File: config.mk
export PLATFORM = sky130hd
export DESIGN_NAME = adc_power_mode_control
export DESIGN_NICKNAME = d
export VERILOG_FILES = /design/src/hdl/adc_pkg.sv /design/src/hdl/stream_if.sv /design/src/hdl/adc_power_mode_control.sv /design/src/hdl/result_fifo.sv
export SDC_FILE = /design/constraint.sdc
export NUM_CORES = 1
export LEC_CHECK = 0
export BUFFER_PORTS_ARGS = -buffer_cell sky130_fd_sc_hd__buf_2
export CAP_MARGIN = 15
export CORE_MARGIN = 10
export CORE_UTILIZATION = 25
export DETAILED_ROUTE_END_ITERATION = 8
export GPL_TIMING_DRIVEN = 0
export PLACE_DENSITY_LB_ADDON = 0.12
export RECOVER_POWER = 100
export SLEW_MARGIN = 10
export SYNTH_ARGS = -nofsm -noshare
export SYNTH_HDL_FRONTEND = slang
export SYNTH_HIERARCHICAL = 1
export SYNTH_SLANG_ARGS = --single-unit
export TNS_END_PERCENT = 20
File: constraint.sdc
create_clock -name MCLK -period 4.1 [get_ports MCLK]
set_clock_uncertainty 0.15 [all_clocks]
set_input_delay 0 -clock MCLK [delete_from_list [all_inputs] [get_ports MCLK]]
set_output_delay 0 -clock MCLK [all_outputs]
set_load 0.02 [all_outputs]
File: src/hdl/adc_pkg.sv
package adc_pkg;
    // ==========================================
    // Timing
    localparam int CLK_HZ = 40_000_000;
    localparam int WAKE_TIME_NS = 2000;
    localparam int WAKE_CYC = (WAKE_TIME_NS * (CLK_HZ / 1_000_000) + 999) / 1000;
    localparam int REF_SETTLE_US = 1200;
    localparam int REF_SETTLE_CYC = REF_SETTLE_US * (CLK_HZ / 1_000_000);
    localparam int WAKE_W = 16;
    // ==========================================
    // Control byte layout and frame
    localparam int START_BIT = 7;
    localparam int CHAN_MSB = 6;
    localparam int CHAN_LSB = 4;
    localparam int POLARITY_BIT = 3;
    localparam int CONFIG_BIT = 2;
    localparam int PSEL_HIGH_BIT = 1;
    localparam int PSEL_LOW_BIT = 0;
    localparam int CTRL_BITS = 8;
    localparam int FRAME_BITS = 16;
    localparam int CODE_BITS = 10;
    localparam int TAIL_BITS = 6;
    localparam int CNT_W = 5;
    typedef enum logic [1:0] {
        FULL_POWER_DOWN_STATE = 2'b00,
        FAST_POWER_DOWN_STATE = 2'b01,
        REDUCED_POWER_STATE = 2'b10,
        NORMAL_STATE = 2'b11
    } power_sel_t;
    typedef enum logic [1:0] {
        SER_IDLE = 2'b00,
        SER_CONTROL = 2'b01,
        SER_STROBE = 2'b10,
        SER_SHIFT = 2'b11
    } serial_t;
    localparam logic [1:0] COMP_OFF = 2'b00;
    localparam logic [1:0] COMP_REDUCED = 2'b01;
    localparam logic [1:0] COMP_FULL = 2'b11;
    // ==========================================
    // Result buffer
    localparam int FIFO_W = 16;
    localparam int FIFO_DEPTH = 8;
    // ==========================================
    // Registers
    localparam int AXI_ADDR_W = 8;
    localparam logic [7:0] REG_STATUS = 8'h00;
    localparam logic [7:0] REG_CONTROL = 8'h04;
    localparam logic [7:0] REG_LAST_BYTE = 8'h08;
    localparam logic [7:0] REG_RESULT = 8'h0C;
    localparam int ST_MODE_LSB = 0;
    localparam int ST_AWAKE = 2;
    localparam int ST_SHUTDOWN = 3;
    localparam int ST_READY = 4;
    localparam int ST_FIFO_NONEMPTY = 5;
    localparam int ST_FIFO_FULL = 6;
    localparam int CTL_EXT_REF = 0;
    localparam logic CONTROL_EXT_REF_RESET = 1'b1;
    localparam logic [1:0] RESP_OKAY = 2'b00;
    localparam logic [1:0] RESP_SLVERR = 2'b10;
endpackage

File: src/hdl/stream_if.sv
`timescale 1ns/100ps
interface stream_if #(parameter int W = 16);
    logic [W-1:0] data;
    logic valid;
    logic ready;
    modport src(output data, output valid, input ready);
    modport sink(input data, input valid, output ready);
endinterface

File: src/hdl/adc_power_mode_control.sv
// Added by the designer: the placing of the registers and register access over AXI4-Lite.
`timescale 1ns/100ps
module adc_power_mode_control #(
    parameter int REF_SETTLE_CYC = adc_pkg::REF_SETTLE_CYC
) (
    // Clock, reset, enable
    input wire logic MCLK,
    input wire logic RST_B,
    input wire logic CE,
    // Serial pins
    input wire logic CS_B,
    input wire logic SCLK,
    input wire logic DIN,
    input wire logic HARDWARE_SHUTDOWN_N,
    output logic DOUT,
    output logic DOUT_OE_N,
    output logic CONVERSION_STROBE,
    // Converter core
    input wire logic [adc_pkg::CODE_BITS-1:0] ANALOG_CODE,
    output logic [2:0] CHANNEL_SELECT,
    output logic POLARITY_SELECT,
    output logic INPUT_CONFIG_SELECT,
    output logic FULLY_POWERED,
    output logic [1:0] COMPARATOR_POWER,
    output logic REFERENCE_ON,
    output logic CONVERT_READY,
    // AXI4-Lite slave
    input wire logic [adc_pkg::AXI_ADDR_W-1:0] AWADDR,
    input wire logic AWVALID,
    output logic AWREADY,
    input wire logic [31:0] WDATA,
    input wire logic [3:0] WSTRB,
    input wire logic WVALID,
    output logic WREADY,
    output logic [1:0] BRESP,
    output logic BVALID,
    input wire logic BREADY,
    input wire logic [adc_pkg::AXI_ADDR_W-1:0] ARADDR,
    input wire logic ARVALID,
    output logic ARREADY,
    output logic [31:0] RDATA,
    output logic [1:0] RRESP,
    output logic RVALID,
    input wire logic RREADY
);
    // ==========================================
    // Pin synchronisers
    logic [2:0] sclk_s;
    logic [1:0] cs_s;
    logic [1:0] din_s;
    logic [1:0] hardware_shutdown_n_s;

    always_ff @(posedge MCLK or negedge RST_B) begin
        if (!RST_B) begin
            sclk_s <= 3'h0;
            cs_s <= 2'h3;
            din_s <= 2'h0;
            hardware_shutdown_n_s <= 2'h3;
        end else if (CE) begin
            sclk_s <= {sclk_s[1:0], SCLK};
            cs_s <= {cs_s[0], CS_B};
            din_s <= {din_s[0], DIN};
            hardware_shutdown_n_s <= {hardware_shutdown_n_s[0], HARDWARE_SHUTDOWN_N};
        end
    end

    logic sclk_rise;
    logic sclk_fall;
    logic selected;
    logic din_bit;
    logic shutdown;
    assign sclk_rise = sclk_s[1] && !sclk_s[2];
    assign sclk_fall = !sclk_s[1] && sclk_s[2];
    assign selected = !cs_s[1];
    assign din_bit = din_s[1];
    assign shutdown = !hardware_shutdown_n_s[1];

    // ==========================================
    // Result buffer
    stream_if #(.W(adc_pkg::FIFO_W)) fill_bus ();
    stream_if #(.W(adc_pkg::FIFO_W)) drain_bus ();

    result_fifo #(
        .W(adc_pkg::FIFO_W),
        .DEPTH(adc_pkg::FIFO_DEPTH)
    ) u_fifo (
        .clk(MCLK),
        .rst_b(RST_B),
        .ce(CE),
        .fill(fill_bus.sink),
        .drain(drain_bus.src)
    );

    // ==========================================
    // Serial sequencing and power state
    adc_pkg::serial_t state;
    adc_pkg::serial_t next_state;
    adc_pkg::power_sel_t mode;
    adc_pkg::power_sel_t next_mode;
    logic [adc_pkg::CNT_W-1:0] cnt;
    logic [adc_pkg::CNT_W-1:0] next_cnt;
    logic [7:0] shift_in;
    logic [7:0] next_shift_in;
    logic [7:0] last_byte;
    logic [7:0] next_last_byte;
    logic [adc_pkg::FRAME_BITS-1:0] shift_out;
    logic [adc_pkg::FRAME_BITS-1:0] next_shift_out;
    logic [adc_pkg::CODE_BITS-1:0] code;
    logic [adc_pkg::CODE_BITS-1:0] next_code;
    logic [adc_pkg::WAKE_W-1:0] wake_cnt;
    logic [adc_pkg::WAKE_W-1:0] next_wake_cnt;
    logic [adc_pkg::WAKE_W-1:0] wake_load;
    logic awake;
    logic next_awake;
    logic hw_sd;
    logic next_hw_sd;
    logic next_strobe;
    logic next_dout;
    logic next_oe_n;
    logic next_ready;
    logic [1:0] next_comp;
    logic next_ref;
    logic ext_ref;
    logic frame_done;

    assign frame_done = (state == adc_pkg::SER_SHIFT)
        && (cnt == adc_pkg::CNT_W'(adc_pkg::FRAME_BITS + 1));
    assign fill_bus.valid = frame_done;
    assign fill_bus.data = {last_byte[adc_pkg::CHAN_MSB:adc_pkg::CHAN_LSB], 3'h0, code};
    assign wake_load = ext_ref ? adc_pkg::WAKE_W'(adc_pkg::WAKE_CYC)
        : adc_pkg::WAKE_W'(REF_SETTLE_CYC);

    always_comb begin
        next_state = state;
        next_mode = mode;
        next_cnt = cnt;
        next_shift_in = shift_in;
        next_last_byte = last_byte;
        next_shift_out = shift_out;
        next_code = code;
        next_awake = awake;
        next_hw_sd = 1'b0;
        next_strobe = CONVERSION_STROBE;
        next_dout = DOUT;
        next_wake_cnt = wake_cnt;
        if (shutdown) begin
            next_hw_sd = 1'b1;
            next_state = adc_pkg::SER_IDLE;
            next_awake = 1'b0;
            next_strobe = 1'b0;
            next_dout = 1'b0;
        end else if (!selected) begin
            next_state = adc_pkg::SER_IDLE;
            next_awake = 1'b0;
            next_strobe = 1'b0;
            next_dout = 1'b0;
        end else begin
            unique case (state)
                adc_pkg::SER_IDLE: begin
                    if (sclk_rise && din_bit) begin
                        next_shift_in = 8'h01;
                        next_cnt = adc_pkg::CNT_W'(1);
                        next_awake = 1'b1;
                        next_state = adc_pkg::SER_CONTROL;
                    end
                end
                adc_pkg::SER_CONTROL: begin
                    if (sclk_rise) begin
                        next_shift_in = {shift_in[6:0], din_bit};
                        next_cnt = cnt + 1'b1;
                        if (cnt == adc_pkg::CNT_W'(adc_pkg::CTRL_BITS - 1)) begin
                            next_last_byte = {shift_in[6:0], din_bit};
                            next_strobe = 1'b1;
                            next_state = adc_pkg::SER_STROBE;
                        end
                    end
                end
                adc_pkg::SER_STROBE: begin
                    if (sclk_fall) begin
                        next_strobe = 1'b0;
                        next_code = ANALOG_CODE;
                        next_shift_out = {ANALOG_CODE, adc_pkg::TAIL_BITS'(0)};
                        next_dout = ANALOG_CODE[adc_pkg::CODE_BITS-1];
                        next_cnt = adc_pkg::CNT_W'(1);
                        next_state = adc_pkg::SER_SHIFT;
                    end
                end
                adc_pkg::SER_SHIFT: begin
                    if (frame_done) begin
                        if (fill_bus.ready) begin
                            next_mode = adc_pkg::power_sel_t'(
                                last_byte[adc_pkg::PSEL_HIGH_BIT:adc_pkg::PSEL_LOW_BIT]);
                            next_awake = 1'b0;
                            next_dout = 1'b0;
                            next_state = adc_pkg::SER_IDLE;
                        end
                    end else if (cnt == adc_pkg::CNT_W'(adc_pkg::FRAME_BITS)) begin
                        if (sclk_rise) begin
                            next_cnt = cnt + 1'b1;
                        end
                    end else if (sclk_fall) begin
                        next_shift_out = {shift_out[adc_pkg::FRAME_BITS-2:0], 1'b0};
                        next_dout = shift_out[adc_pkg::FRAME_BITS-2];
                        next_cnt = cnt + 1'b1;
                    end
                end
            endcase
        end
        // Wake timer: reloads while powered fully down, runs after wake
        if (next_hw_sd || (!next_awake && next_mode == adc_pkg::FULL_POWER_DOWN_STATE)) begin
            next_wake_cnt = wake_load;
        end else if (wake_cnt != '0) begin
            next_wake_cnt = wake_cnt - 1'b1;
        end
        next_ready = (next_wake_cnt == '0) && !next_hw_sd;
        next_oe_n = !(selected && !shutdown);
        // Circuit power: off in shutdown, full while awake, else from the select code
        if (next_hw_sd) begin
            next_comp = adc_pkg::COMP_OFF;
            next_ref = 1'b0;
        end else if (next_awake) begin
            next_comp = adc_pkg::COMP_FULL;
            next_ref = 1'b1;
        end else begin
            unique case (next_mode)
                adc_pkg::FULL_POWER_DOWN_STATE: begin
                    next_comp = adc_pkg::COMP_OFF;
                    next_ref = 1'b0;
                end
                adc_pkg::FAST_POWER_DOWN_STATE, adc_pkg::REDUCED_POWER_STATE: begin
                    next_comp = adc_pkg::COMP_REDUCED;
                    next_ref = 1'b1;
                end
                adc_pkg::NORMAL_STATE: begin
                    next_comp = adc_pkg::COMP_FULL;
                    next_ref = 1'b1;
                end
            endcase
        end
    end

    always_ff @(posedge MCLK or negedge RST_B) begin
        if (!RST_B) begin
            state <= adc_pkg::SER_IDLE;
            mode <= adc_pkg::NORMAL_STATE;
            cnt <= '0;
            shift_in <= 8'h00;
            last_byte <= 8'h00;
            shift_out <= '0;
            code <= '0;
            awake <= 1'b0;
            hw_sd <= 1'b0;
            wake_cnt <= adc_pkg::WAKE_W'(adc_pkg::WAKE_CYC);
            CONVERSION_STROBE <= 1'b0;
            DOUT <= 1'b0;
            DOUT_OE_N <= 1'b1;
            CONVERT_READY <= 1'b0;
            COMPARATOR_POWER <= adc_pkg::COMP_FULL;
            REFERENCE_ON <= 1'b1;
        end else if (CE) begin
            state <= next_state;
            mode <= next_mode;
            cnt <= next_cnt;
            shift_in <= next_shift_in;
            last_byte <= next_last_byte;
            shift_out <= next_shift_out;
            code <= next_code;
            awake <= next_awake;
            hw_sd <= next_hw_sd;
            wake_cnt <= next_wake_cnt;
            CONVERSION_STROBE <= next_strobe;
            DOUT <= next_dout;
            DOUT_OE_N <= next_oe_n;
            CONVERT_READY <= next_ready;
            COMPARATOR_POWER <= next_comp;
            REFERENCE_ON <= next_ref;
        end
    end

    assign CHANNEL_SELECT = last_byte[adc_pkg::CHAN_MSB:adc_pkg::CHAN_LSB];
    assign POLARITY_SELECT = last_byte[adc_pkg::POLARITY_BIT];
    assign INPUT_CONFIG_SELECT = last_byte[adc_pkg::CONFIG_BIT];
    assign FULLY_POWERED = awake;

    // ==========================================
    // AXI4-Lite register slave
    logic aw_held;
    logic w_held;
    logic [adc_pkg::AXI_ADDR_W-1:0] waddr;
    logic [31:0] wdata;
    logic [3:0] wstrb;
    logic next_aw_held;
    logic next_w_held;
    logic [adc_pkg::AXI_ADDR_W-1:0] next_waddr;
    logic [31:0] next_wdata;
    logic [3:0] next_wstrb;
    logic next_bvalid;
    logic [1:0] next_bresp;
    logic next_ext_ref;
    logic next_rvalid;
    logic [31:0] next_rdata;
    logic [1:0] next_rresp;
    logic [adc_pkg::AXI_ADDR_W-1:0] raddr;
    logic [31:0] status;

    assign AWREADY = CE && !aw_held && !BVALID;
    assign WREADY = CE && !w_held && !BVALID;
    assign ARREADY = CE && !RVALID;
    assign raddr = {ARADDR[adc_pkg::AXI_ADDR_W-1:2], 2'b00};
    assign drain_bus.ready = ARVALID && ARREADY && (raddr == adc_pkg::REG_RESULT);

    always_comb begin
        status = 32'h00000000;
        status[adc_pkg::ST_MODE_LSB +: 2] = mode;
        status[adc_pkg::ST_AWAKE] = awake;
        status[adc_pkg::ST_SHUTDOWN] = hw_sd;
        status[adc_pkg::ST_READY] = CONVERT_READY;
        status[adc_pkg::ST_FIFO_NONEMPTY] = drain_bus.valid;
        status[adc_pkg::ST_FIFO_FULL] = !fill_bus.ready;
    end

    always_comb begin
        next_aw_held = aw_held;
        next_w_held = w_held;
        next_waddr = waddr;
        next_wdata = wdata;
        next_wstrb = wstrb;
        next_bvalid = BVALID;
        next_bresp = BRESP;
        next_ext_ref = ext_ref;
        next_rvalid = RVALID;
        next_rdata = RDATA;
        next_rresp = RRESP;
        if (AWVALID && AWREADY) begin
            next_aw_held = 1'b1;
            next_waddr = {AWADDR[adc_pkg::AXI_ADDR_W-1:2], 2'b00};
        end
        if (WVALID && WREADY) begin
            next_w_held = 1'b1;
            next_wdata = WDATA;
            next_wstrb = WSTRB;
        end
        if (aw_held && w_held) begin
            next_aw_held = 1'b0;
            next_w_held = 1'b0;
            next_bvalid = 1'b1;
            next_bresp = adc_pkg::RESP_OKAY;
            if (waddr == adc_pkg::REG_CONTROL) begin
                if (wstrb[0]) begin
                    next_ext_ref = wdata[adc_pkg::CTL_EXT_REF];
                end
            end else if (waddr != adc_pkg::REG_STATUS && waddr != adc_pkg::REG_LAST_BYTE
                && waddr != adc_pkg::REG_RESULT) begin
                next_bresp = adc_pkg::RESP_SLVERR;
            end
        end else if (BVALID && BREADY) begin
            next_bvalid = 1'b0;
        end
        if (ARVALID && ARREADY) begin
            next_rvalid = 1'b1;
            next_rresp = adc_pkg::RESP_OKAY;
            next_rdata = 32'h00000000;
            unique case (raddr)
                adc_pkg::REG_STATUS: next_rdata = status;
                adc_pkg::REG_CONTROL: next_rdata = {31'h00000000, ext_ref};
                adc_pkg::REG_LAST_BYTE: next_rdata = {24'h000000, last_byte};
                adc_pkg::REG_RESULT: begin
                    if (drain_bus.valid) begin
                        next_rdata = {16'h0000, drain_bus.data};
                    end
                end
                default: next_rresp = adc_pkg::RESP_SLVERR;
            endcase
        end else if (RVALID && RREADY) begin
            next_rvalid = 1'b0;
        end
    end

    always_ff @(posedge MCLK or negedge RST_B) begin
        if (!RST_B) begin
            aw_held <= 1'b0;
            w_held <= 1'b0;
            waddr <= '0;
            wdata <= 32'h00000000;
            wstrb <= 4'h0;
            BVALID <= 1'b0;
            BRESP <= adc_pkg::RESP_OKAY;
            ext_ref <= adc_pkg::CONTROL_EXT_REF_RESET;
            RVALID <= 1'b0;
            RDATA <= 32'h00000000;
            RRESP <= adc_pkg::RESP_OKAY;
        end else if (CE) begin
            aw_held <= next_aw_held;
            w_held <= next_w_held;
            waddr <= next_waddr;
            wdata <= next_wdata;
            wstrb <= next_wstrb;
            BVALID <= next_bvalid;
            BRESP <= next_bresp;
            ext_ref <= next_ext_ref;
            RVALID <= next_rvalid;
            RDATA <= next_rdata;
            RRESP <= next_rresp;
        end
    end
endmodule

File: src/hdl/result_fifo.sv
`timescale 1ns/100ps
module result_fifo #(
    parameter int W = 16,
    parameter int DEPTH = 8
) (
    // Clock and reset
    input wire logic clk,
    input wire logic rst_b,
    input wire logic ce,
    // Streams
    stream_if.sink fill,
    stream_if.src drain
);
    localparam int AW = $clog2(DEPTH);
    logic [W-1:0] mem [DEPTH];
    logic [AW-1:0] wr_ptr;
    logic [AW-1:0] rd_ptr;
    logic [AW:0] count;
    logic [AW-1:0] next_wr_ptr;
    logic [AW-1:0] next_rd_ptr;
    logic [AW:0] next_count;
    logic push;
    logic pop;

    assign fill.ready = ce && (count != (AW+1)'(DEPTH));
    assign drain.valid = (count != '0);
    assign drain.data = mem[rd_ptr];
    assign push = fill.valid && fill.ready;
    assign pop = ce && drain.valid && drain.ready;

    // ==========================================
    // Pointers
    always_comb begin
        next_wr_ptr = wr_ptr;
        next_rd_ptr = rd_ptr;
        next_count = count;
        if (push) begin
            next_wr_ptr = (wr_ptr == AW'(DEPTH - 1)) ? '0 : wr_ptr + 1'b1;
        end
        if (pop) begin
            next_rd_ptr = (rd_ptr == AW'(DEPTH - 1)) ? '0 : rd_ptr + 1'b1;
        end
        if (push && !pop) begin
            next_count = count + 1'b1;
        end else if (pop && !push) begin
            next_count = count - 1'b1;
        end
    end

    always_ff @(posedge clk or negedge rst_b) begin
        if (!rst_b) begin
            wr_ptr <= '0;
            rd_ptr <= '0;
            count <= '0;
        end else if (ce) begin
            wr_ptr <= next_wr_ptr;
            rd_ptr <= next_rd_ptr;
            count <= next_count;
        end
    end

    // ==========================================
    // Storage
    always_ff @(posedge clk or negedge rst_b) begin
        if (!rst_b) begin
            for (int i = 0; i < DEPTH; i++) begin
                mem[i] <= '0;
            end
        end else if (push) begin
            mem[wr_ptr] <= fill.data;
        end
    end
endmodule

Word level (Yosys, flattened, before mapping) --
Index checks and enable logic that the tools add are counted.
Word-level totals: output and inout bits 54, logic and storage cells 250, input bits 74, register bits 270
Operators by class: bitwise logic cells 3, order comparisons 3, eq/ne operators 36, $add $sub $neg 6, reductions and logical operators 78, mux-type cells 82
Operators by type and width (number):
- bitwise mux 128 bit | 1
- two-way mux 16 bit | 7
- one-hot mux 16 bit (4 select lines) | 1
- two-way mux 15 bit | 4
- binary-select mux 16 bit (select 3 bit) | 1
- demux 16 bit (select 3 bit) | 1
- two-way mux 2 bit | 18
- two-way mux 5 bit | 6
- one-hot mux 15 bit (2 select lines) | 1
- logical AND 1 bit | 28
- two-way mux 1 bit | 28
- inequality test 4 bit, second input constant | 6
- AND reduction 2 bit | 11
- one-hot mux 5 bit (4 select lines) | 1
- AND reduction 6 bit | 3
- logical NOT 16 bit | 1
- nonzero test 16 bit | 1
- subtractor 16 x 1 -> 16 bit, second input constant | 1
- two-way mux 7 bit | 2
- one-hot mux 7 bit (2 select lines) | 1
- AND reduction 7 bit | 2
- nonzero test 2 bit | 7
- equality test 6 x 1 -> 1 bit, second input constant | 2
- equality test 6 x 2 -> 1 bit, second input constant | 2
- 37 further kinds | 72

Depth between registers and ports, before layout --
depth in word-level cells 13, mapped depth 12, gate-level depth less buffers 12

By module --
The synthesis kept the hierarchy.
Modules (own cells, without submodules):
- result_fifo | sequential area each 3453.3 um^2, area each 6510.0 um^2, times used 1, cells each 391
- adc_power_mode_control | sequential area each 2692.6 um^2, area each 5718.0 um^2, times used 1, cells each 590

Worst setup path after synthesis --
OpenSTA, ideal clock, no wires.
path kind register to register, from reg cnt[1] (netlist name), to reg u_fifo.count[3], setup time 131 ps, setup slack 814 ps, required time 3819 ps, buffers on the path 0, data arrival time 3005 ps, period minus slack after synthesis 3286 ps, stages on the path, launching flop included 13, cells stage by stage dfrtp_1 inv_1 ha_1 and4bb_1 and2_1 nand2_1 nor2_1 ha_1 inv_1 ha_1 or4b_2 o221ai_1 o211ai_1
Between the ends: word-level cells in the longest chain between the ends 7, elaborated cells on any way between the ends 9, classes of those cells eq/ne: 1; mux: 1; reduce/logical: 7
RTL lines:
- from (decl) | RTL line adc_power_mode_control.sv:100 | logic [adc_pkg::CNT_W-1:0] cnt;
- from (signal assigned) | RTL line adc_power_mode_control.sv:263 | cnt <= next_cnt;
- equality test 5 bit (*) | RTL line adc_power_mode_control.sv:127 | && (cnt == adc_pkg::CNT_W'(adc_pkg::FRAME_BITS + 1));
- logical AND 1 bit (*) | RTL line adc_power_mode_control.sv:127
- via fill_bus.valid | RTL line stream_if.sv:4 | logic valid;
- logical AND 1 bit (*) | RTL line result_fifo.sv:28 | assign push = fill.valid && fill.ready;
- logical NOT 1 bit | RTL line result_fifo.sv:45 | end else if (pop && !push) begin
- logical AND 1 bit | RTL line result_fifo.sv:45
- nonzero test 2 bit (no line)
- AND reduction 2 bit (no line)
- to (signal assigned) | RTL line result_fifo.sv:58 | count <= next_count;
- to (decl) | RTL line result_fifo.sv:18 | logic [AW:0] count;
The timed path passes the listed nets; every way through them passes the cells marked *. A chain may end at the register's enable or synchronous reset.

Final worst setup path --
from reg cnt[1] (netlist name), to reg u_fifo/mem[27] (netlist name)
Between the ends: word-level cells in the longest chain between the ends 3
RTL lines:
- equality test 5 bit | RTL line adc_power_mode_control.sv:127
- logical AND 1 bit | RTL line adc_power_mode_control.sv:127
- via fill_bus.valid | RTL line stream_if.sv:4
- logical AND 1 bit | RTL line result_fifo.sv:28
- to (signal, indexed assignment) | RTL line result_fifo.sv:70 | mem[wr_ptr] <= fill.data;
- to (decl) | RTL line result_fifo.sv:15 | logic [W-1:0] mem [DEPTH];
The timed path passes the listed nets, and every way through them passes these cells.

==> results.json <==
{
  "violations": "capacitance limit, slew limit",
  "grt_max_degree": 101,
  "cts_tree": "built",
  "synth_cells": 981,
  "synth_top_area_share": 0.4768,
  "p_int_mw": 4.611,
  "num_vias": 8277,
  "wl_per_cell_um": 19.04,
  "dieArea_mm2": 0.05816,
  "port_buffers": 70,
  "r2r_setup_slack_ns": 0.21,
  "swShare": 0.2554,
  "synth_ff_type": "dfrtp_1",
  "cap_violations": 4,
  "ys_warn_count": 6,
  "io_pins": 128,
  "core_mm2": 0.04805,
  "r2r_start": "cnt[1]",
  "cp.arrival_ns": 4.19,
  "end_kind": "flip-flop",
  "seqPwrFrac": 0.433,
  "setup.worst_path.end": "u_fifo/mem[27]",
  "ys_seq_elements": 245,
  "busiest_layer": "met2",
  "first_iter_violations": 468,
  "max_freq_mhz": 257.0,
  "p_leak_nw": 6.704,
  "p_sw_mw": 1.582,
  "hold_path.class": "in -> reg",
  "cts_buffers": 30,
  "clk_path_buf_depth": 3,
  "grtUsageTotal": 0.1196,
  "overflow": 0,
  "yosysTopAreaCell": "dfrtp_1",
  "fp.dieW_um": 241.2,
  "ys_seq_area_frac": 0.5026,
  "power.share.clock": 0.450,
  "drive_gt1_frac": 0.3010,
  "finalWirelength_um": 34480,
  "grt_setup_unrepaired": "no",
  "area_growth_pct": 21.78,
  "first_global_vias": 8785,
  "post-place-cells": 1709,
  "synth.distinct_cells": 82,
  "gp_congestion": 0.8084,
  "core.rowCount": 80,
  "start_util": 0.2545,
  "crit_type": "reg -> reg",
  "period_share": 0.9491,
  "diodes": 0,
  "drv_slew": 151,
  "relSlewSlack": -0.4191,
  "grt_pass1_wl_um": 53960,
  "clock_latency_ns": 0.57,
  "cts.sinks": 245,
  "grt_use_met2": 0.1941,
  "power_frac_comb": 0.117,
  "finalNonFillerCells": 1811,
  "vdd_drop_max_mv": 0.2746,
  "layout.nets": 1263,
  "r2r_cells": 8,
  "use_met1": 0.1632,
  "tightest_slew_ns": 2.129,
  "ant_nets": 0,
  "setup_viol": 0,
  "cp_max_fo": 10,
  "worstPathRequired_ns": 4.40,
  "reg2reg_to": "u_fifo/mem[27]",
  "syn_area_mm2": 0.01223,
  "period_needed_ns": 3.891,
  "die_h_um": 241.2,
  "post-dp-hpwl_um": 23810,
  "outcome": "finished with violations",
  "synth-async-reset-ratio": 1.000,
  "drc": 0,
  "setup.worst_path.start": "cnt[1]",
  "antenna_found_initial": 0,
  "h-tree-depth": 1,
  "viasPerCell": 4.570,
  "hold-worst-slack_ns": 0.08353,
  "synth_edf_count": 0,
  "start_kind": "flip-flop",
  "cts-root-buf": "clkbuf_16",
  "clk_pin_slew_ns": 0.06,
  "final_hold_viol_count": 0,
  "first_pass_iters": 4,
  "synth_area_leaders": "dfrtp_1 48%, mux2_2 16%, mux4_2 5.9%",
  "p_per_area_mw_per_mm2": 415.9,
  "synth_area_per_cell_um2": 12.46,
  "grtUsageMet3": 0.01893
}
[cells in the final DEF, fill, tap and decap left out, types with 5 or more instances in the layout]
cell type,instances
nand3b_1,5
and3_1,5
nor2b_1,8
nand2b_1,9
mux4_2,32
o21ai_0,66
nor4_1,8
inv_1,29
clkbuf_8,9
a31oi_1,5
dfstp_2,12
buf_4,21
mux2_1,18
dfrtp_1,233
dlygate4sd3_1,45
nor3_1,12
a21oi_1,19
o21ai_1,8
buf_2,43
nand2_1,73
mux2i_1,13
clkbuf_1,74
mux2_2,166
nor2_1,39
xnor2_1,6
nand3_1,22
conb_1,42
clkbuf_16,31
a21o_1,7
ha_1,16
a22oi_1,11
buf_6,6
[cell families (layout without fill, tap and decap cells)]
family / Yosys count / count (layout) / share of synthesized area
compound gates: 152 / 152 / 0.07797
xor+xnor: 6 / 6 / 0.004298
fa+ha+maj: 17 / 17 / 0.01801
buf+inv: 101 / 275 / 0.04492
flops: 245 / 245 / 0.5026
mux: 229 / 229 / 0.2390
other cells: 1 / 42 / 0.0003067
simple gates: 230 / 230 / 0.1129
[power groups by stage]
stage / combinational (mW) / clock [mW] / sequential (mW)
final: 0.725 / 2.79 / 2.68
after global routing: 0.808 / 3.00 / 2.70
after CTS: 0.745 / 2.90 / 2.68
after detailed placement: 0.645 / 0 / 2.72
after global placement: 0.636 / 0 / 2.72
after floorplan: 0.411 / 0 / 2.71
[stage by stage]
step | setup slack [ns] | utilization | setup TNS (ns) | area (um^2) | power [mW]
final | 0.2088 | 0.3099 | 0 | 14890 | 6.193
after global routing | 0.01190 | 0.3099 | 0 | 14890 | 6.510
after CTS | 0.2829 | 0.3142 | 0 | 15100 | 6.322
after detailed placement | 0.2608 | 0.2824 | 0 | 13570 | 3.367
after global placement | -2.097 | 0.2810 | -482.46 | 13500 | 3.359
after floorplan | 0.8144 | - | 0 | 12380 | 3.119
[worst min-delay path by stage]
stage               slack (ns)                       end  cells past startpoint                 from
floorplan                -0.45                  BRESP[1]                      0                RST_B
global placement          0.08                  wdata[0]                      2             WDATA[0]
detailed placement       -0.15            u_fifo/mem[58]                      1                RST_B
CTS                       0.05  hardware_shutdown_n_s[0]                      3  HARDWARE_SHUTDOWN_N
global route              0.06  hardware_shutdown_n_s[0]                      3  HARDWARE_SHUTDOWN_N
finish                    0.08                 sclk_s[0]                      3                 SCLK
[final cells by class]
cell class | instances | area, um^2
buffer | 72 | 416.7
clock buffer | 47 | 925.9
clock inverter | 9 | 125.1
fill | 4954 | 33150
inverter | 29 | 108.9
multi-input combinational | 676 | 5604
sequential | 245 | 6146
tap | 615 | 769.5
timing repair buffer | 118 | 795.8
[cells in the mapped netlist, drive strengths merged, types with 2 or more instances]
| cell | n |
|---|---|
| and3 | 5 |
| nor4b | 3 |
| nor2b | 8 |
| nand3 | 24 |
| nand4 | 4 |
| dfrtp | 233 |
| o211ai | 2 |
| xnor2 | 6 |
| a21oi | 19 |
| a31o | 3 |
| nor4 | 13 |
| a22oi | 11 |
| mux2i | 13 |
| inv | 29 |
| mux4 | 32 |
| mux2 | 184 |
| a22o | 3 |
| clkbuf | 28 |
| a32o | 4 |
| ha | 16 |
| nand2b | 10 |
| or3 | 4 |
| or4 | 6 |
| o31ai | 2 |
| o21bai | 2 |
| o21ai | 75 |
| o2bb2ai | 2 |
| nand4b | 3 |
| nor3 | 14 |
| a21o | 7 |
| dfstp | 12 |
| nand4bb | 2 |
| a31oi | 5 |
| a221o | 3 |
| and2 | 5 |
| nor2 | 39 |
| or2 | 2 |
| nand3b | 7 |
| nand2 | 74 |
| buf | 44 |
| o21a | 2 |
| a21boi | 2 |
[metal layers]
metal  vias up  part of all wire
met4         0             0.021
met1      4210              0.47
met3        40             0.034
met2       126              0.47
li1       3901                 -
met5         -                 0
[worst max-delay path: stages (launching register included)]
cell and delay, ns:
dfrtp_1 0.42, inv_1 0.09, ha_1 0.21, and4bb_1 0.38
and2_1 0.46, nand3_4 0.17, nor3_1 1.13, buf_4 0.40
mux2_2 0.36
[state kept, by name (all words and copies together), names as in the netlist, 4 cells and up]
signal	count
RDATA	16
cnt	5
code	10
last_byte	8
shift_in	7
shift_out	9
u_fifo/count	4
u_fifo/mem	128
waddr	6
wake_cnt	16
[repair_timing]
item,CTS,global route
endpoints found under the hold margin,245,0
hold buffers,46,0
gates resized for setup,0,0
buffers inserted,0,0
Power figures use the tool's default switching activity.
